### src/rtl/ccp_pkg.sv
/*
  ccp_pkg: reset values, widths and timing counts of the charge-control policy.
  assumes one 200 MHz clock; measurements arrive already coded in fixed units.
*/
package ccp_pkg;
    // reset values of the stored settings
    localparam logic [15:0] CCP_FULL_CURR_RST = 16'd3500;
    localparam logic [15:0] CCP_TRICKLE_CURR_RST = 16'd100;
    localparam logic [15:0] CCP_CHG_HOT_RST = 16'd800;
    localparam logic [15:0] CCP_CHG_COLD_RST = 16'd200;
    localparam logic [15:0] CCP_NORM_VOLT_RST = 16'hffff;
    localparam logic [15:0] CCP_DONE_VOLT_RST = 16'h0000;
    localparam logic [7:0] CCP_FULL_CLR_RST = 8'd115;
    localparam logic [7:0] CCP_EMPTY_CLR_RST = 8'd13;
    localparam logic [15:0] CCP_DIS_HOT_RST = 16'd800;
    localparam logic [7:0] CCP_SOC_THERM_RST = 8'd95;
    localparam logic [7:0] CCP_DT_MIN_RST = 8'd60;
    localparam logic [7:0] CCP_DV_MIN_RST = 8'd10;
    localparam logic [7:0] CCP_RATE_MAX_RST = 8'd4;
    localparam logic [15:0] CCP_DV_CURR_RST = 16'd1;
    localparam logic [7:0] CCP_SOC_CEIL_RST = 8'd100;
    localparam logic [15:0] CCP_PEAK_T_RST = 16'd750;
    localparam logic [7:0] CCP_HOLDOFF_RST = 8'd5;
    localparam logic [7:0] CCP_SAMPLE_RST = 8'd60;
    localparam logic [15:0] CCP_PRE_CURR_RST = 16'd300;
    localparam logic [15:0] CCP_PRE_MAX_RST = 16'd500;
    localparam logic [15:0] CCP_PRE_T_RST = 16'd250;
    localparam logic [15:0] CCP_PRE_V_RST = 16'd7000;
    localparam logic [15:0] CCP_ALARM_V_RST = 16'd11000;
    localparam logic [7:0] CCP_ERR_RANGE_RST = 8'd120;
    localparam logic [7:0] CCP_SOC_END_RST = 8'd154;
    // time base
    localparam longint CCP_CLK_HZ = 200000000;
    localparam longint CCP_MINUTE_S = 60;
    localparam longint CCP_MINUTE_CYC_FULL = CCP_CLK_HZ * CCP_MINUTE_S;
    // a minute at 200 MHz needs 34 bits; 32 would wrap the count
    localparam int CCP_TICK_W = 34;
    // policy states
    typedef enum logic [1:0] {
        CCP_IDLE = 2'b00,
        CCP_HOLD = 2'b01,
        CCP_WATCH = 2'b11,
        CCP_DONE = 2'b10
    } ccp_state_e;
endpackage : ccp_pkg

### src/rtl/ccp_policy.sv
/*
  ccp_policy: charge-control policy deciding requested current and voltage,
  precharge, end of charge, full/empty flags and the peak temperature record.
  assumes measurements come from logic on clk with a one-cycle meas_valid
  pulse per measurement period; settings are static configuration ports.
*/
`timescale 1ns/1ps
////////////////////////////////////////////////////////////////////////////////
// Behaviour
// - normal charging requests stored full charge current, shown on output
// - trickle current requested while full charge is halted by heat
// - charging above hot limit: trickle current, complete voltage
// - charging below cold limit: trickle current, complete voltage
// - discharging above discharge hot limit: trickle current, complete voltage
// - normal charging requests stored normal charge voltage
// - after charge complete, request the complete charge voltage
// - full flag clears only below clear level; stops taper monitoring
// - empty flag holds until capacity rises above clear level
// - thermal end of charge loads SOC with stored value
// - thermal end when rise between samples reaches stored minimum
// - voltage-drop end needs drop and current at least stored minimums
// - overcharge end considered only when rate within ceiling
// - reported SOC clamped to stored ceiling
// - peak temperature record keeps largest of both sensors
// - full-charge end ignored until holdoff minutes after charge start
// - end-detect samples separated by the sample interval
// - precharge when temperature below precharge temperature limit
// - precharge when pack voltage below precharge voltage limit
// - precharge requests nominal current limited by ceiling
// - charge alarm clears when pack voltage meets clear voltage
// - SOC error term clamped to zero within clamp range
// - SOC at forced end level forces end of charge
module ccp_policy import ccp_pkg::*; #(
    parameter logic [CCP_TICK_W-1:0] MINUTE_CYCLES = CCP_MINUTE_CYC_FULL[CCP_TICK_W-1:0]
) (
    // clock and reset
    input wire logic clk,
    input wire logic rst,
    // measurements
    input wire logic meas_valid,
    input wire logic charging,
    input wire logic discharging,
    input wire logic [15:0] temp_int,
    input wire logic [15:0] temp_ext,
    input wire logic [15:0] pack_voltage,
    input wire logic [15:0] pack_current,
    input wire logic [7:0] charge_rate,
    input wire logic [7:0] soc_in,
    input wire logic [15:0] soc_error_in,
    // stored settings
    input wire logic [15:0] full_charge_current,
    input wire logic [15:0] trickle_current,
    input wire logic [15:0] charge_hot_limit,
    input wire logic [15:0] charge_cold_limit,
    input wire logic [15:0] discharge_hot_limit,
    input wire logic [15:0] normal_charge_voltage,
    input wire logic [15:0] complete_charge_voltage,
    input wire logic [7:0] full_flag_clear_level,
    input wire logic [7:0] empty_flag_clear_level,
    input wire logic [7:0] soc_after_thermal_end,
    input wire logic [7:0] thermal_end_min_rise,
    input wire logic [7:0] voltage_drop_end_min,
    input wire logic [7:0] overcharge_rate_ceiling,
    input wire logic [15:0] voltage_drop_min_current,
    input wire logic [7:0] soc_ceiling,
    input wire logic [7:0] end_detect_holdoff,
    input wire logic [7:0] end_detect_sample_interval,
    input wire logic [15:0] precharge_nominal_current,
    input wire logic [15:0] precharge_current_ceiling,
    input wire logic [15:0] precharge_temperature_limit,
    input wire logic [15:0] precharge_voltage_limit,
    input wire logic [15:0] charge_alarm_clear_voltage,
    input wire logic [7:0] soc_error_clamp_range,
    input wire logic [7:0] soc_forced_end_level,
    // events and status
    input wire logic empty_set,
    input wire logic alarm_set,
    // requests and state
    output logic [15:0] req_current,
    output logic [15:0] req_voltage,
    output logic precharge,
    output logic end_of_charge,
    output logic thermal_end,
    output logic full_flag,
    output logic empty_flag,
    output logic charge_alarm,
    output logic [7:0] soc_out,
    output logic [15:0] soc_error_out,
    output logic [15:0] peak_temperature_record
);
    ////////////////////////////////////////////////////////////////////////////
    function automatic logic [15:0] ccp_max16(input logic [15:0] a, input logic [15:0] b);
        ccp_max16 = (a > b) ? a : b;
    endfunction : ccp_max16
    function automatic logic [7:0] ccp_min8(input logic [7:0] a, input logic [7:0] b);
        ccp_min8 = (a < b) ? a : b;
    endfunction : ccp_min8
    ////////////////////////////////////////////////////////////////////////////
    logic minute_tick;
    ccp_ticker #(.PERIOD(MINUTE_CYCLES)) u_tick (
        .clk(clk),
        .rst(rst),
        .tick(minute_tick)
    );
    ////////////////////////////////////////////////////////////////////////////
    ccp_state_e state_q, state_d;
    logic [7:0] hold_q, hold_d;
    logic [7:0] samp_q, samp_d;
    logic [15:0] last_t_q, last_t_d;
    logic [15:0] last_v_q, last_v_d;
    logic eoc_q, eoc_d;
    logic therm_q, therm_d;
    logic full_q, full_d;
    logic empty_q, empty_d;
    logic alarm_q, alarm_d;
    logic pre_q, pre_d;
    logic [15:0] cur_q, cur_d;
    logic [15:0] volt_q, volt_d;
    logic [7:0] soc_q, soc_d;
    logic [15:0] err_q, err_d;
    logic [15:0] peak_q, peak_d;
    logic [15:0] temp_now;
    logic sample_now, dt_hit, dv_hit, soc_hit, rate_ok, chg_hot, chg_cold, dis_hot;
    always_comb begin
        temp_now = ccp_max16(temp_int, temp_ext);
        sample_now = meas_valid && (samp_q == 8'h00);
        dt_hit = (temp_now >= last_t_q) && ((temp_now - last_t_q) >= {8'h00, thermal_end_min_rise});
        dv_hit = (last_v_q >= pack_voltage) && ((last_v_q - pack_voltage) >= {8'h00, voltage_drop_end_min})
                 && (pack_current >= voltage_drop_min_current);
        rate_ok = (charge_rate <= overcharge_rate_ceiling);
        soc_hit = (soc_in >= soc_forced_end_level);
        chg_hot = charging && (temp_now > charge_hot_limit);
        chg_cold = charging && (temp_now < charge_cold_limit);
        dis_hot = discharging && (temp_now > discharge_hot_limit);
    end
    ////////////////////////////////////////////////////////////////////////////
    always_comb begin
        state_d = state_q;
        hold_d = hold_q;
        samp_d = samp_q;
        last_t_d = last_t_q;
        last_v_d = last_v_q;
        eoc_d = eoc_q;
        therm_d = 1'b0;
        full_d = full_q;
        empty_d = empty_q;
        alarm_d = alarm_q;
        pre_d = pre_q;
        cur_d = cur_q;
        volt_d = volt_q;
        soc_d = soc_q;
        err_d = err_q;
        peak_d = peak_q;
        // clear first, so a set later in the cycle wins
        if (meas_valid && (soc_in < full_flag_clear_level)) begin
            full_d = 1'b0;
        end
        if (!charging) begin
            state_d = CCP_IDLE;
            eoc_d = 1'b0;
        end else begin
            case (state_q)
                CCP_IDLE: begin
                    state_d = CCP_HOLD;
                    hold_d = end_detect_holdoff;
                    samp_d = 8'h00;
                end
                CCP_HOLD: begin
                    if (hold_q == 8'h00) begin
                        state_d = CCP_WATCH;
                    end else if (minute_tick) begin
                        hold_d = hold_q - 8'h01;
                    end
                end
                CCP_WATCH: begin
                    if (meas_valid) begin
                        samp_d = (samp_q == 8'h00) ? end_detect_sample_interval : samp_q - 8'h01;
                    end
                    if (sample_now) begin
                        if (!full_q && (dt_hit || (rate_ok && (dv_hit || soc_hit)))) begin
                            state_d = CCP_DONE;
                            eoc_d = 1'b1;
                            full_d = 1'b1;
                            therm_d = dt_hit;
                        end
                    end
                end
                CCP_DONE: begin
                    eoc_d = 1'b1;
                end
                default: begin
                    state_d = CCP_IDLE;
                end
            endcase
        end
        if (meas_valid) begin
            peak_d = ccp_max16(peak_q, temp_now);
            pre_d = charging && ((temp_now < precharge_temperature_limit) || (pack_voltage < precharge_voltage_limit));
            if (sample_now || (state_q != CCP_WATCH)) begin
                last_t_d = temp_now;
                last_v_d = pack_voltage;
            end
            if (soc_in > empty_flag_clear_level) begin
                empty_d = 1'b0;
            end
            if (pack_voltage >= charge_alarm_clear_voltage) begin
                alarm_d = 1'b0;
            end
            soc_d = ccp_min8(soc_in, soc_ceiling);
            err_d = (soc_in >= soc_error_clamp_range) ? 16'h0000 : soc_error_in;
        end
        // set wins over clear
        if (empty_set) begin
            empty_d = 1'b1;
        end
        if (alarm_set) begin
            alarm_d = 1'b1;
        end
        if (therm_d) begin
            soc_d = ccp_min8(soc_after_thermal_end, soc_ceiling);
        end
        if (chg_hot || chg_cold || dis_hot || eoc_d) begin
            cur_d = trickle_current;
            volt_d = complete_charge_voltage;
        end else if (pre_d) begin
            cur_d = (precharge_nominal_current > precharge_current_ceiling) ?
                    precharge_current_ceiling : precharge_nominal_current;
            volt_d = normal_charge_voltage;
        end else begin
            cur_d = full_charge_current;
            volt_d = normal_charge_voltage;
        end
    end
    always_ff @(posedge clk) begin
        if (rst) begin
            state_q <= CCP_IDLE;
            hold_q <= CCP_HOLDOFF_RST;
            samp_q <= 8'h00;
            last_t_q <= 16'h0000;
            last_v_q <= 16'h0000;
            eoc_q <= 1'b0;
            therm_q <= 1'b0;
            full_q <= 1'b0;
            empty_q <= 1'b0;
            alarm_q <= 1'b0;
            pre_q <= 1'b0;
            cur_q <= CCP_FULL_CURR_RST;
            volt_q <= CCP_NORM_VOLT_RST;
            soc_q <= 8'h00;
            err_q <= 16'h0000;
            peak_q <= CCP_PEAK_T_RST;
        end else begin
            state_q <= state_d;
            hold_q <= hold_d;
            samp_q <= samp_d;
            last_t_q <= last_t_d;
            last_v_q <= last_v_d;
            eoc_q <= eoc_d;
            therm_q <= therm_d;
            full_q <= full_d;
            empty_q <= empty_d;
            alarm_q <= alarm_d;
            pre_q <= pre_d;
            cur_q <= cur_d;
            volt_q <= volt_d;
            soc_q <= soc_d;
            err_q <= err_d;
            peak_q <= peak_d;
        end
    end
    assign req_current = cur_q;
    assign req_voltage = volt_q;
    assign precharge = pre_q;
    assign end_of_charge = eoc_q;
    assign thermal_end = therm_q;
    assign full_flag = full_q;
    assign empty_flag = empty_q;
    assign charge_alarm = alarm_q;
    assign soc_out = soc_q;
    assign soc_error_out = err_q;
    assign peak_temperature_record = peak_q;
    ////////////////////////////////////////////////////////////////////////////
    property p_hot_trickle;
        @(posedge clk) disable iff (rst) chg_hot |=> (req_current == $past(trickle_current));
    endproperty
    a_hot_trickle: assert property (p_hot_trickle) else $error("hot charge not trickle");
    property p_cold_off;
        @(posedge clk) disable iff (rst) chg_cold |=> (req_voltage == $past(complete_charge_voltage));
    endproperty
    a_cold_off: assert property (p_cold_off) else $error("cold charge not off voltage");
    property p_dis_hot;
        @(posedge clk) disable iff (rst) dis_hot |=> (req_current == $past(trickle_current));
    endproperty
    a_dis_hot: assert property (p_dis_hot) else $error("hot discharge not trickle");
    property p_peak;
        @(posedge clk) disable iff (rst) meas_valid |=> (peak_temperature_record >= $past(temp_now));
    endproperty
    a_peak: assert property (p_peak) else $error("peak record missed value");
    property p_soc_ceil;
        @(posedge clk) disable iff (rst) meas_valid ##1 !thermal_end |-> (soc_out <= $past(soc_ceiling));
    endproperty
    a_soc_ceil: assert property (p_soc_ceil) else $error("soc above ceiling");
    property p_holdoff;
        @(posedge clk) disable iff (rst) (state_q == CCP_HOLD) |-> !eoc_d;
    endproperty
    a_holdoff: assert property (p_holdoff) else $error("end during holdoff");
    property p_pre_volt;
        @(posedge clk) disable iff (rst) (meas_valid && charging && pack_voltage < precharge_voltage_limit) |=> precharge;
    endproperty
    a_pre_volt: assert property (p_pre_volt) else $error("precharge missed on low voltage");
    property p_pre_lim;
        @(posedge clk) disable iff (rst) precharge && !end_of_charge && !$past(chg_hot || chg_cold || dis_hot)
            |-> (req_current <= $past(precharge_current_ceiling));
    endproperty
    a_pre_lim: assert property (p_pre_lim) else $error("precharge current over ceiling");
    property p_full_hold;
        @(posedge clk) disable iff (rst) (full_flag && !(meas_valid && soc_in < full_flag_clear_level)) |=> full_flag;
    endproperty
    a_full_hold: assert property (p_full_hold) else $error("full flag dropped early");
    c_eoc: cover property (@(posedge clk) disable iff (rst) $rose(end_of_charge));
    c_therm: cover property (@(posedge clk) disable iff (rst) thermal_end);
    c_pre: cover property (@(posedge clk) disable iff (rst) $rose(precharge));
endmodule : ccp_policy

### src/rtl/ccp_ticker.sv
/*
  ccp_ticker: free-running divider giving one-cycle minute ticks.
  assumes a synchronous active-high reset on the same clock.
*/
`timescale 1ns/1ps
module ccp_ticker import ccp_pkg::*; #(
    parameter logic [CCP_TICK_W-1:0] PERIOD = CCP_MINUTE_CYC_FULL[CCP_TICK_W-1:0]
) (
    // clock and reset
    input wire logic clk,
    input wire logic rst,
    // tick out
    output logic tick
);
    localparam logic [CCP_TICK_W-1:0] CNT_ONE = CCP_TICK_W'(1);
    logic [CCP_TICK_W-1:0] cnt_q, cnt_d;

    always_comb begin
        cnt_d = (cnt_q >= PERIOD - CNT_ONE) ? '0 : cnt_q + CNT_ONE;
    end

    always_ff @(posedge clk) begin
        if (rst) begin
            cnt_q <= '0;
        end else begin
            cnt_q <= cnt_d;
        end
    end

    assign tick = (cnt_q == PERIOD - CNT_ONE);
endmodule : ccp_ticker

### config.mk
export PLATFORM = sky130hd
export DESIGN_NAME = ccp_policy
export DESIGN_NICKNAME = d
export VERILOG_FILES = /design/src/rtl/ccp_pkg.sv /design/src/rtl/ccp_policy.sv /design/src/rtl/ccp_ticker.sv
export SDC_FILE = /design/constraint.sdc
export NUM_CORES = 1
export LEC_CHECK = 0
export BUFFER_PORTS_ARGS = -buffer_cell sky130_fd_sc_hd__buf_2
export CAP_MARGIN = 30
export CELL_PAD_IN_SITES_DETAIL_PLACEMENT = 1
export CELL_PAD_IN_SITES_GLOBAL_PLACEMENT = 1
export CORE_MARGIN = 5
export CORE_UTILIZATION = 35
export CTS_CLUSTER_SIZE = 10
export DETAILED_ROUTE_END_ITERATION = 10
export PLACE_DENSITY_LB_ADDON = 0.1
export SLEW_MARGIN = 20
export SYNTH_ARGS = -nofsm -noshare
export SYNTH_HDL_FRONTEND = slang
export SYNTH_HIERARCHICAL = 1
export SYNTH_SLANG_ARGS = --single-unit
export TNS_END_PERCENT = 5
### constraint.sdc
create_clock -name clk -period 12.2 [get_ports clk]
set_input_delay 0 -clock clk [delete_from_list [all_inputs] [get_ports clk]]
set_output_delay 0 -clock clk [all_outputs]
set_load 0.005 [all_outputs]
==> results of run 1 <==
[placed cells by master, fill, tap and decap left out, types with 8 or more instances in the layout]
master                          Yosys  layout
sky130_fd_sc_hd__mux2_2            40      40
sky130_fd_sc_hd__and3_1            13      13
sky130_fd_sc_hd__a2bb2oi_1          8       8
sky130_fd_sc_hd__nand3_1          115     115
sky130_fd_sc_hd__buf_2              9     475
sky130_fd_sc_hd__o21bai_1           9       9
sky130_fd_sc_hd__o21a_1            26      26
sky130_fd_sc_hd__a31oi_1            9       8
sky130_fd_sc_hd__nand4_1           45      45
sky130_fd_sc_hd__nand2_1          127     127
sky130_fd_sc_hd__xnor2_1           24      24
sky130_fd_sc_hd__ha_1             263     263
sky130_fd_sc_hd__o21ai_0           80      80
sky130_fd_sc_hd__buf_4              4      14
sky130_fd_sc_hd__clkbuf_16          0      17
sky130_fd_sc_hd__dfxtp_1          162     162
sky130_fd_sc_hd__a211oi_1          34      34
sky130_fd_sc_hd__mux2i_1           41      41
sky130_fd_sc_hd__o211ai_1          13      13
sky130_fd_sc_hd__a21oi_1          139     139
sky130_fd_sc_hd__nor2_2            11      12
sky130_fd_sc_hd__xor2_1            26      26
sky130_fd_sc_hd__dlygate4sd3_1      1     123
sky130_fd_sc_hd__nor2_1           127     126
sky130_fd_sc_hd__diode_2            0      13
sky130_fd_sc_hd__o21ai_1           10      10
sky130_fd_sc_hd__nor3_1            26      26
sky130_fd_sc_hd__a21o_1            53      53
sky130_fd_sc_hd__nor2b_1           27      27
sky130_fd_sc_hd__inv_1            268     268
sky130_fd_sc_hd__nand2b_1          22      22
[cells in the mapped netlist, types with 5 or more instances]
library cell / count
sky130_fd_sc_hd__buf_6: 13
sky130_fd_sc_hd__a22oi_1: 6
sky130_fd_sc_hd__buf_2: 9
sky130_fd_sc_hd__and4_1: 5
sky130_fd_sc_hd__nand3_1: 115
sky130_fd_sc_hd__nand4_1: 45
sky130_fd_sc_hd__clkbuf_1: 33
sky130_fd_sc_hd__xor2_1: 26
sky130_fd_sc_hd__o21ai_1: 10
sky130_fd_sc_hd__o211ai_1: 13
sky130_fd_sc_hd__nand2b_1: 22
sky130_fd_sc_hd__o21ai_0: 80
sky130_fd_sc_hd__a21oi_1: 139
sky130_fd_sc_hd__mux2_2: 40
sky130_fd_sc_hd__o22ai_1: 7
sky130_fd_sc_hd__inv_1: 268
sky130_fd_sc_hd__and3_1: 13
sky130_fd_sc_hd__a2bb2oi_1: 8
sky130_fd_sc_hd__nor2_2: 11
sky130_fd_sc_hd__a211oi_1: 34
sky130_fd_sc_hd__ha_1: 263
sky130_fd_sc_hd__dfxtp_1: 162
sky130_fd_sc_hd__nor2_1: 127
sky130_fd_sc_hd__o21bai_1: 9
sky130_fd_sc_hd__nor3_1: 26
sky130_fd_sc_hd__mux2i_1: 41
sky130_fd_sc_hd__nor2b_1: 27
sky130_fd_sc_hd__nor4_1: 7
sky130_fd_sc_hd__a31oi_1: 9
sky130_fd_sc_hd__a2111oi_0: 7
sky130_fd_sc_hd__nand2_1: 127
sky130_fd_sc_hd__xnor2_1: 24
sky130_fd_sc_hd__o21a_1: 26
sky130_fd_sc_hd__a21o_1: 53
sky130_fd_sc_hd__nor3b_1: 5
[final timing paths]
check / startpoint / endpoint / slack (ns) / depth (start not counted)
worst max-delay path: temp_ext[12] / soc_out[2] / 5.10 / 27
worst min-delay path: end_detect_sample_interval[6] / samp_q[6] / 0.001 / 5
worst max register to register: last_v_q[4] / req_voltage[11] / 6.71 / 19
worst min register to register: last_v_q[0] / last_v_q[0] / 0.46 / 2
[cells by family after synthesis]
family,Yosys count,synth area share [%]
and+or+nand+nor,561,18.2
AOI/OAI and AO/OA,460,20.5
buffers and inverters,337,9.36
adders and majority gates,265,22.0
DFF,162,21.4
muxes,82,5.75
xor gates and xnor gates,50,2.89
[through the flow]
step                      cell area, µm²  power [mW]  instances  hold slack (ns)  util (%)
after floorplan                    15200        1.07       1917            0.104         -
after global routing               19900        2.05       3093           0.0281      46.3
after global placement             18000        1.31       2923            0.215      41.9
after detailed placement           18100        1.33       2928            0.217      42.0
after CTS                          19900        1.93       3083         0.000938      46.2
final                              19900        1.91       3096          0.00124      46.3
[power groups by stage]
| stage | Combinational (mW) | Sequential [mW] | Clock (mW) |
|---|---|---|---|
| finish | 0.778 | 0.593 | 0.541 |
| global route | 0.871 | 0.598 | 0.582 |
| CTS | 0.777 | 0.593 | 0.557 |
| detailed placement | 0.728 | 0.605 | 0 |
| global placement | 0.701 | 0.604 | 0 |
| floorplan | 0.469 | 0.601 | 0 |
[registers in the layout, summed over array words and instances, names as in the netlist]
name,flops
u_tick/cnt_q,34
last_t_q,16
last_v_q,16
peak_temperature_record,16
req_current,16
req_voltage,16
soc_error_out,16
hold_q,8
samp_q,8
soc_out,8
state_q,2
charge_alarm,1
empty_flag,1
end_of_charge,1
full_flag,1
precharge,1
thermal_end,1
[per-layer routing]
| metal | track usage, % | part of all wire, % | routed length (µm) | up-vias |
|---|---|---|---|---|
| met5 | 0 | 0.091 | 55 | - |
| met4 | 7.64 | 2.9 | 1760 | 8 |
| met3 | 5.47 | 5.1 | 3100 | 106 |
| met2 | 44.1 | 50 | 30000 | 404 |
| met1 | 29.4 | 42 | 25600 | 7706 |
| li1 | - | - | - | 7909 |
[worst max-delay path: cells and delay by family]
kind	cells	cell delay [ns]
AOI/OAI and AO/OA	10	2.55
xor gates and xnor gates	1	0.16
adders and majority gates	3	0.91
buffers and inverters	4	0.99
muxes	1	0.49
and+or+nand+nor	8	2.30
[final cells by class]
| cell class | instances | area [µm²] |
|---|---|---|
| clock inverters | 13 | 123 |
| flip-flops and latches | 162 | 3240 |
| fillers | 5390 | 23100 |
| clock buffers | 19 | 443 |
| repair buffers | 615 | 3780 |
| diodes | 13 | 32.5 |
| multi-input cells | 1418 | 10500 |
| well taps | 585 | 732 |
| inverters | 271 | 1020 |
[timing repair]
item | in CTS | in global routing
endpoints found under the hold margin | 89 | 0
hold buffers | 123 | 0
endpoints found under the setup margin | 0 | 0
==> flow_metrics.env, run 1 <==
export IMPL_run_status="finished, final reports clean"
export IMPL_critical_path_startpoint_type="input pin"
export IMPL_synth_lib_cells_used_distinct=97
export IMPL_layout_min_cycle_time_ns=7.10
export IMPL_syn_nets=2581
export IMPL_worst_slew_pin_slew_ns=0.835
export IMPL_maxCapViolations=0
export IMPL_placement_io_buffers=476
export IMPL_cellLeakagePower_nw=10.1
export IMPL_die_height_um=218
export IMPL_ir_worst_vdd_mv=0.103
export IMPL_die_area_mm2=0.0476
export IMPL_yosys_synthesis_warning_count=6
export IMPL_post_dr_vias_cell=5.21
export IMPL_core_mm2=0.0430
export IMPL_placement_setup_worst_slack_ns=5.24
export IMPL_grt_overflow_total=0
export IMPL_clock_power_share_pct=28.3
export IMPL_switchingPower_mw=0.699
export IMPL_post_route_cells_drive_above_1_share_pct=24.4
export IMPL_largest_stage_delay_on_the_critical_path_ns=0.58
export IMPL_std_cell_rows=76
export IMPL_share_of_power_burned_in_registers_pct=31.0
export IMPL_hold_viol_final=0
export IMPL_place_gp_congestion=0.881
export IMPL_worst_hold_path_type="input pin to flop"
export IMPL_power_report_internal_total_mw=1.21
export IMPL_ys_flop_type="sky130_fd_sc_hd__dfxtp_1"
export IMPL_portion_of_total_power_attributed_to_combinational_logic_pct=40.7
export IMPL_syn_area_mm2=0.0152
export IMPL_post_cts_resize_count=0
export IMPL_clock_skew_after_layout_ns=0.0144
export IMPL_yosys_register_bits=162
export IMPL_setup_violations=0
export IMPL_netlist_top_cells_area="sky130_fd_sc_hd__ha_1 22%, sky130_fd_sc_hd__dfxtp_1 21%, sky130_fd_sc_hd__inv_1 6.6%"
export IMPL_cts_setup_buffers=0
export IMPL_final_period_utilization_pct=58.2
export IMPL_antenna_found_initial=17
export IMPL_detailed_place_hpwl_um=48500
export IMPL_max_slew_margin_pct=43.9
export IMPL_io_pins=477
export IMPL_number_of_instances_in_the_synthesized_netlist=1917
export IMPL_clkTransAtPathRegs_ns=0.07
export IMPL_cp_max_fo=17
export IMPL_timing_final_max_slew_violations=0
export IMPL_number_of_cts_inserted_buffers=17
export IMPL_critPathMostFrequentCell="sky130_fd_sc_hd__ha_1"
export IMPL_final_setup_tns_ns=0
export IMPL_grt_max_degree=62
export IMPL_final_net_count=3149
export IMPL_h_tree_depth=4
export IMPL_clockRootBuffer="sky130_fd_sc_hd__clkbuf_16"
export IMPL_power_per_cell_area_mw_per_mm2=96.1
export IMPL_cts_tree="built"
export IMPL_totalWireLength_um=60500
export IMPL_floorplan_initialDensity_pct=35.3
export IMPL_floorplan_die_width_um=218
export IMPL_rsz0062_at_grt="false"
export IMPL_synth_seq_area_share_pct=21.4
export IMPL_route_vias_total=16100
export IMPL_wire_length_of_the_first_global_routing_pass_um=94000
export IMPL_number_of_global_route_vias_before_repair=17500
export IMPL_clk_latency_ns=0.45
export IMPL_slowest_stage="sky130_fd_sc_hd__or4_1"
export IMPL_yosys_area_top_type="sky130_fd_sc_hd__ha_1"
export IMPL_clkSinkCount=162
export IMPL_clock_path_buffers=2
export IMPL_syn_avg_cell_area_um2=7.92
export IMPL_fmax_mhz=141
export IMPL_drt_pass1_iter_count=5
export IMPL_post_route_worst_setup_slack_ns=5.10
export IMPL_cp_arrival_ns=7.44
export IMPL_antenna_violating_nets_post_route=0
export IMPL_worst_endpoint_required_ns=12.54
export IMPL_drt_iter0_drc=552
export IMPL_wl_per_cell_um=19.5
export IMPL_track_usage_pct=24.7
export IMPL_synth_edff_count=0
export IMPL_p_sw_share_pct=36.5
export IMPL_crit_type="input pin to flop"
export IMPL_netlist_area_leader_share_pct=21.7
export IMPL_end_kind="flop"
export IMPL_async_flop_share_pct=0
export IMPL_syn2layout_area_growth_pct=31.2
export IMPL_route_detailed_drc=0
No activity file was read; power rests on OpenSTA's default activity.
==> run 2, diff against run 1 <==
==> constraint.sdc (replaced) <==
create_clock -name clk -period 7.2 [get_ports clk]
set_input_delay 0 -clock clk [delete_from_list [all_inputs] [get_ports clk]]
set_output_delay 0 -clock clk [all_outputs]
set_load 0.005 [all_outputs]
==> flow_metrics.env, run 2 (synthesized netlist as in run 1, its figures left out) <==
export IMPL_floorplan_die_width_um=218
export IMPL_totalWireLength_um=61500
export IMPL_number_of_cts_inserted_buffers=17
export IMPL_switchingPower_mw=1.22
export IMPL_grt_max_degree=62
export IMPL_timing_final_max_slew_violations=0
export IMPL_cp_arrival_ns=7.04
export IMPL_clkTransAtPathRegs_ns=0.08
export IMPL_die_height_um=218
export IMPL_worst_slew_pin_slew_ns=0.836
export IMPL_wire_length_of_the_first_global_routing_pass_um=95000
export IMPL_detailed_place_hpwl_um=48900
export IMPL_clk_latency_ns=0.46
export IMPL_critical_path_startpoint_type="input pin"
export IMPL_rsz0062_at_grt="false"
export IMPL_drt_iter0_drc=547
export IMPL_grt_overflow_total=0
export IMPL_hold_viol_final=0
export IMPL_floorplan_initialDensity_pct=35.3
export IMPL_layout_min_cycle_time_ns=6.69
export IMPL_layout_cells_most_common="sky130_fd_sc_hd__buf_2"
export IMPL_post_dr_vias_cell=5.28
export IMPL_wl_per_cell_um=19.8
export IMPL_fillers=5420
export IMPL_setup_violations=0
export IMPL_final_period_utilization_pct=93.0
export IMPL_largest_register_ff_count=34
export IMPL_max_slew_margin_pct=44.2
export IMPL_share_of_power_burned_in_registers_pct=31.0
export IMPL_h_tree_depth=4
export IMPL_placement_io_buffers=476
export IMPL_clock_power_share_pct=27.9
export IMPL_p_sw_share_pct=37.5
export IMPL_fmax_mhz=149
export IMPL_clock_skew_after_layout_ns=0.0146
export IMPL_clkSinkCount=162
export IMPL_clock_path_buffers=2
export IMPL_clockRootBuffer="sky130_fd_sc_hd__clkbuf_16"
export IMPL_fin_util_pct=46.6
export IMPL_layout_common_cells="475 x sky130_fd_sc_hd__buf_2, 268 x sky130_fd_sc_hd__inv_1, 263 x sky130_fd_sc_hd__ha_1"
export IMPL_cp_max_fo=17
export IMPL_final_setup_tns_ns=0
export IMPL_drt_pass1_iter_count=4
export IMPL_post_route_cells_drive_above_1_share_pct=24.4
export IMPL_place_gp_congestion=0.886
export IMPL_track_usage_pct=25.0
export IMPL_largest_register="u_tick/cnt_q"
export IMPL_route_vias_total=16400
export IMPL_cts_setup_buffers=0
export IMPL_syn2layout_area_growth_pct=32.0
export IMPL_cts_tree="built"
export IMPL_number_of_global_route_vias_before_repair=17900
export IMPL_cellLeakagePower_nw=10.2
export IMPL_core_mm2=0.0430
export IMPL_run_status="finished, final reports clean"
export IMPL_power_per_cell_area_mw_per_mm2=162
export IMPL_ir_worst_vdd_mv=0.186
export IMPL_worst_hold_path_type="input pin to flop"
export IMPL_route_detailed_drc=0
export IMPL_crit_type="input pin to flop"
export IMPL_std_cell_rows=76
export IMPL_io_pins=477
export IMPL_portion_of_total_power_attributed_to_combinational_logic_pct=41.1
export IMPL_final_net_count=3161
export IMPL_antenna_found_initial=16
export IMPL_worst_endpoint_required_ns=7.55
export IMPL_maxCapViolations=0
export IMPL_end_kind="flop"
export IMPL_die_area_mm2=0.0476
export IMPL_antenna_violating_nets_post_route=0
export IMPL_power_report_internal_total_mw=2.03
run 2: cell count changes in the layout (fill, tap and decap cells not counted), sizes merged:
cell / before / now
buf: 492 / 494
diode: 13 / 17
clkbuf: 19 / 18
inv: 275 / 277
clkinv: 7 / 6
bufinv: 1 / 0
clkinvlp: 1 / 2
dlygate4sd3: 123 / 133
run 2: final cells by class:
cell class	instances	area, µm²	share of cell area [%]
Sequential cell	162	3240	16.2
Clock buffer	18	429	2.14
Multi-Input combinational cell	1418	10500	52.6
Timing Repair Buffer	627	3890	19.5
Clock inverter	14	120	0.600
Antenna cell	17	42.5	0.212
Inverter	271	1020	5.09
Tap cell	585	732	3.66
run 2: metrics by stage:
stage	worst slack, ns	cells	hold WS (ns)	total power [mW]	area [µm²]
after global routing	0.00572	3108	0.0528	3.46	20000
after detailed placement	0.625	2930	0.224	2.26	18100
after floorplan	1.80	1917	0.104	1.81	15200
final	0.506	3112	0.0309	3.24	20000
after global placement	0.883	2925	0.213	2.21	18000
after CTS	0.566	3095	0.00150	3.26	20000
run 2: final timing paths:
check,from,to,slack (ns),cells after the start
setup reg to reg,last_v_q[4],req_voltage[11],1.70,19
setup / recovery,temp_ext[13],soc_out[2],0.51,28
hold reg to reg,last_v_q[15],last_v_q[15],0.46,2
hold / removal,full_charge_current[15],req_current[15],0.03,4
run 2: metal layers:
layer	vias up	global-route usage, %	part of all wire [%]
li1	7944	-	-
met1	7957	29.4	42
met2	415	44.9	50
met3	114	4.93	4.8
met4	6	8.98	2.9
met5	-	0	0.055
run 2: repair_timing:
| action | 4_1_cts | 5_1_grt |
|---|---|---|
| gates resized for setup | 0 | 0 |
| setup endpoints to repair | 0 | 0 |
| hold buffers | 133 | 0 |
| hold endpoints to repair | 95 | 0 |
run 2: power by group through the flow:
stage	sequential (mW)	combinational [mW]	clock [mW]
2_1_floorplan	1.02	0.794	0
6_report	1.01	1.33	0.905
4_1_cts	1.01	1.33	0.930
5_1_grt	1.01	1.49	0.962
3_3_place_gp	1.02	1.19	0
3_5_place_dp	1.03	1.24	0
run 2: critical path: stages:
cell and delay, ns:
sky130_fd_sc_hd__buf_2 0.09, sky130_fd_sc_hd__inv_1 0.04, sky130_fd_sc_hd__ha_1 0.28, sky130_fd_sc_hd__nand4_1 0.18, sky130_fd_sc_hd__nor4_1 0.41, sky130_fd_sc_hd__a21bo_2 0.28, sky130_fd_sc_hd__o2111ai_2 0.09, sky130_fd_sc_hd__nand2_2 0.10
sky130_fd_sc_hd__buf_4 0.23, sky130_fd_sc_hd__mux2i_1 0.38, sky130_fd_sc_hd__inv_1 0.24, sky130_fd_sc_hd__ha_1 0.41, sky130_fd_sc_hd__o21a_1 0.20, sky130_fd_sc_hd__o31ai_1 0.12, sky130_fd_sc_hd__a21oi_1 0.16, sky130_fd_sc_hd__nor2_1 0.23
sky130_fd_sc_hd__xnor2_1 0.16, sky130_fd_sc_hd__ha_1 0.28, sky130_fd_sc_hd__and3_1 0.20, sky130_fd_sc_hd__a2111oi_0 0.44, sky130_fd_sc_hd__nand3_1 0.16, sky130_fd_sc_hd__a211oi_2 0.19, sky130_fd_sc_hd__o311ai_2 0.17, sky130_fd_sc_hd__o41ai_4 0.48
sky130_fd_sc_hd__or4_1 0.61, sky130_fd_sc_hd__a2bb2oi_1 0.27, sky130_fd_sc_hd__a21oi_1 0.09, sky130_fd_sc_hd__dlygate4sd3_1 0.56
==> run 3, diff against run 2 <==
--- a/config.mk
+++ b/config.mk
@@ -10,7 +10,7 @@
 export CELL_PAD_IN_SITES_DETAIL_PLACEMENT = 1
 export CELL_PAD_IN_SITES_GLOBAL_PLACEMENT = 1
 export CORE_MARGIN = 5
-export CORE_UTILIZATION = 35
+export CORE_UTILIZATION = 38
 export CTS_CLUSTER_SIZE = 10
 export DETAILED_ROUTE_END_ITERATION = 10
 export PLACE_DENSITY_LB_ADDON = 0.1
==> constraint.sdc (replaced) <==
create_clock -name clk -period 7.2 [get_ports clk]
set_input_delay 0.72 -clock clk [delete_from_list [all_inputs] [get_ports clk]]
set_output_delay 0.72 -clock clk [all_outputs]
set_load 0.005 [all_outputs]
==> flow_metrics.env, run 3 (synthesized netlist as in run 1, its figures left out) <==
export IMPL_placement_setup_worst_slack_ns=-0.179
export IMPL_grt_max_degree=53
export IMPL_number_of_cts_inserted_buffers=17
export IMPL_core_mm2=0.0396
export IMPL_cp_max_fo=16
export IMPL_layout_min_cycle_time_ns=6.73
export IMPL_end_kind="flop"
export IMPL_clockRootBuffer="sky130_fd_sc_hd__clkbuf_16"
export IMPL_hold_viol_final=0
export IMPL_wire_length_of_the_first_global_routing_pass_um=90300
export IMPL_timing_final_max_slew_violations=0
export IMPL_final_net_count=3034
export IMPL_drt_iter0_drc=586
export IMPL_h_tree_depth=4
export IMPL_cp_arrival_ns=7.11
export IMPL_floorplan_initialDensity_pct=38.3
export IMPL_worst_endpoint_required_ns=7.58
export IMPL_die_height_um=210
export IMPL_ir_worst_vdd_mv=0.155
export IMPL_setup_violations=0
export IMPL_final_design_area_no_fill_mm2=0.0187
export IMPL_maxCapViolations=0
export IMPL_fin_hold_ws_ns=0.462
export IMPL_post_route_cells_drive_above_1_share_pct=26.1
export IMPL_fmax_mhz=149
export IMPL_route_detailed_drc=0
export IMPL_route_vias_total=15700
export IMPL_power_per_cell_area_mw_per_mm2=172
export IMPL_clkSinkCount=162
export IMPL_fin_util_pct=47.1
export IMPL_postCtsHoldBufs=0
export IMPL_std_cell_rows=73
export IMPL_worst_slew_pin_slew_ns=0.986
export IMPL_detailed_place_hpwl_um=48400
export IMPL_detailed_place_area_mm2=0.0180
export IMPL_antenna_found_initial=19
export IMPL_layout_cells_most_common="sky130_fd_sc_hd__buf_2"
export IMPL_cts_tree="built"
export IMPL_largest_register_ff_count=34
export IMPL_dp_cells=2873
export IMPL_die_area_mm2=0.0440
export IMPL_floorplan_die_width_um=210
export IMPL_wl_per_cell_um=20.2
export IMPL_post_dr_vias_cell=5.36
export IMPL_worst_hold_path_type="flop to flop"
export IMPL_power_report_internal_total_mw=2.03
export IMPL_fin_cells=2922
export IMPL_drt_pass1_iter_count=4
export IMPL_final_setup_tns_ns=0
export IMPL_max_slew_margin_pct=33.7
export IMPL_post_route_worst_setup_slack_ns=0.470
export IMPL_crit_type="input pin to flop"
export IMPL_rsz0062_at_grt="false"
export IMPL_place_gp_congestion=0.896
export IMPL_run_status="finished, final reports clean"
export IMPL_placement_io_buffers=476
export IMPL_clock_power_share_pct=29.7
export IMPL_critical_path_startpoint_type="input pin"
export IMPL_syn2layout_area_growth_pct=23.2
export IMPL_io_pins=477
export IMPL_totalPowerFinal_mw=3.22
export IMPL_track_usage_pct=25.4
export IMPL_clkTransAtPathRegs_ns=0.07
export IMPL_p_sw_share_pct=36.9
export IMPL_cellLeakagePower_nw=9.69
export IMPL_largest_register="u_tick/cnt_q"
export IMPL_final_period_utilization_pct=93.5
export IMPL_totalWireLength_um=59000
export IMPL_portion_of_total_power_attributed_to_combinational_logic_pct=39.1
export IMPL_layout_common_cells="475 x sky130_fd_sc_hd__buf_2, 268 x sky130_fd_sc_hd__inv_1, 263 x sky130_fd_sc_hd__ha_1"
export IMPL_antenna_violating_nets_post_route=0
export IMPL_switchingPower_mw=1.19
export IMPL_clk_latency_ns=0.45
export IMPL_grt_overflow_total=0
export IMPL_clock_path_buffers=2
export IMPL_share_of_power_burned_in_registers_pct=31.2
export IMPL_number_of_global_route_vias_before_repair=16700
export IMPL_clock_skew_after_layout_ns=0.0118
[run 3: layout make-up]
cell class / count / area [µm²]
repair buffers: 499 / 2580
flip-flops and latches: 162 / 3240
inverters: 271 / 1020
fillers: 5079 / 21000
diodes: 14 / 35.0
multi-input cells: 1419 / 10600
clock buffers: 17 / 425
well taps: 525 / 657
clock inverters: 15 / 169
[run 3: path summary, 6_finish.rpt]
| check | cells after the start | slack [ns] | end | from |
|---|---|---|---|---|
| max | 28 | 0.47 | req_current[6] | temp_ext[15] |
| min reg2reg | 2 | 0.46 | last_v_q[3] | last_v_q[3] |
| max reg2reg | 19 | 2.15 | req_current[5] | last_v_q[4] |
| min | 2 | 0.46 | last_v_q[3] | last_v_q[3] |
[run 3: power by group through the flow]
stage	sequential, mW	clock, mW	combinational (mW)
detailed placement	1.03	0	1.24
finish	1.01	0.956	1.26
floorplan	1.02	0	0.794
global placement	1.02	0	1.19
global route	1.01	1.01	1.40
CTS	1.01	0.978	1.25
[run 3: timing repair]
action | in CTS | in global routing
endpoints found under the setup margin | 0 | 42
hold endpoints to repair | 0 | 0
setup buffers | 0 | 2
gates resized for setup | 0 | 2
[run 3: worst max-delay path, stage by stage]
cell,delay [ns]
sky130_fd_sc_hd__buf_2,0.09
sky130_fd_sc_hd__inv_1,0.04
sky130_fd_sc_hd__ha_1,0.29
sky130_fd_sc_hd__nand4_1,0.18
sky130_fd_sc_hd__nor4_1,0.39
sky130_fd_sc_hd__a21bo_2,0.27
sky130_fd_sc_hd__o2111ai_2,0.08
sky130_fd_sc_hd__nand2_2,0.22
sky130_fd_sc_hd__mux2i_2,0.38
sky130_fd_sc_hd__inv_1,0.27
sky130_fd_sc_hd__ha_1,0.35
sky130_fd_sc_hd__nor2b_1,0.15
sky130_fd_sc_hd__o31ai_1,0.40
sky130_fd_sc_hd__a21oi_1,0.15
sky130_fd_sc_hd__nor2_1,0.24
sky130_fd_sc_hd__xnor2_1,0.16
sky130_fd_sc_hd__ha_1,0.27
sky130_fd_sc_hd__nand3_1,0.10
sky130_fd_sc_hd__o21ai_0,0.10
sky130_fd_sc_hd__a2111oi_0,0.45
sky130_fd_sc_hd__nand3_1,0.15
sky130_fd_sc_hd__a211oi_2,0.19
sky130_fd_sc_hd__o311ai_2,0.17
sky130_fd_sc_hd__o41ai_4,0.32
sky130_fd_sc_hd__buf_4,0.23
sky130_fd_sc_hd__o2111a_2,0.46
sky130_fd_sc_hd__o21ai_1,0.13
sky130_fd_sc_hd__a21oi_1,0.12
[run 3: layer usage]
metal	routed length (µm)	global-route usage, %
met1	25000	30.3
met2	29100	44.9
met3	3250	6.29
met4	1610	8.03
met5	95	0
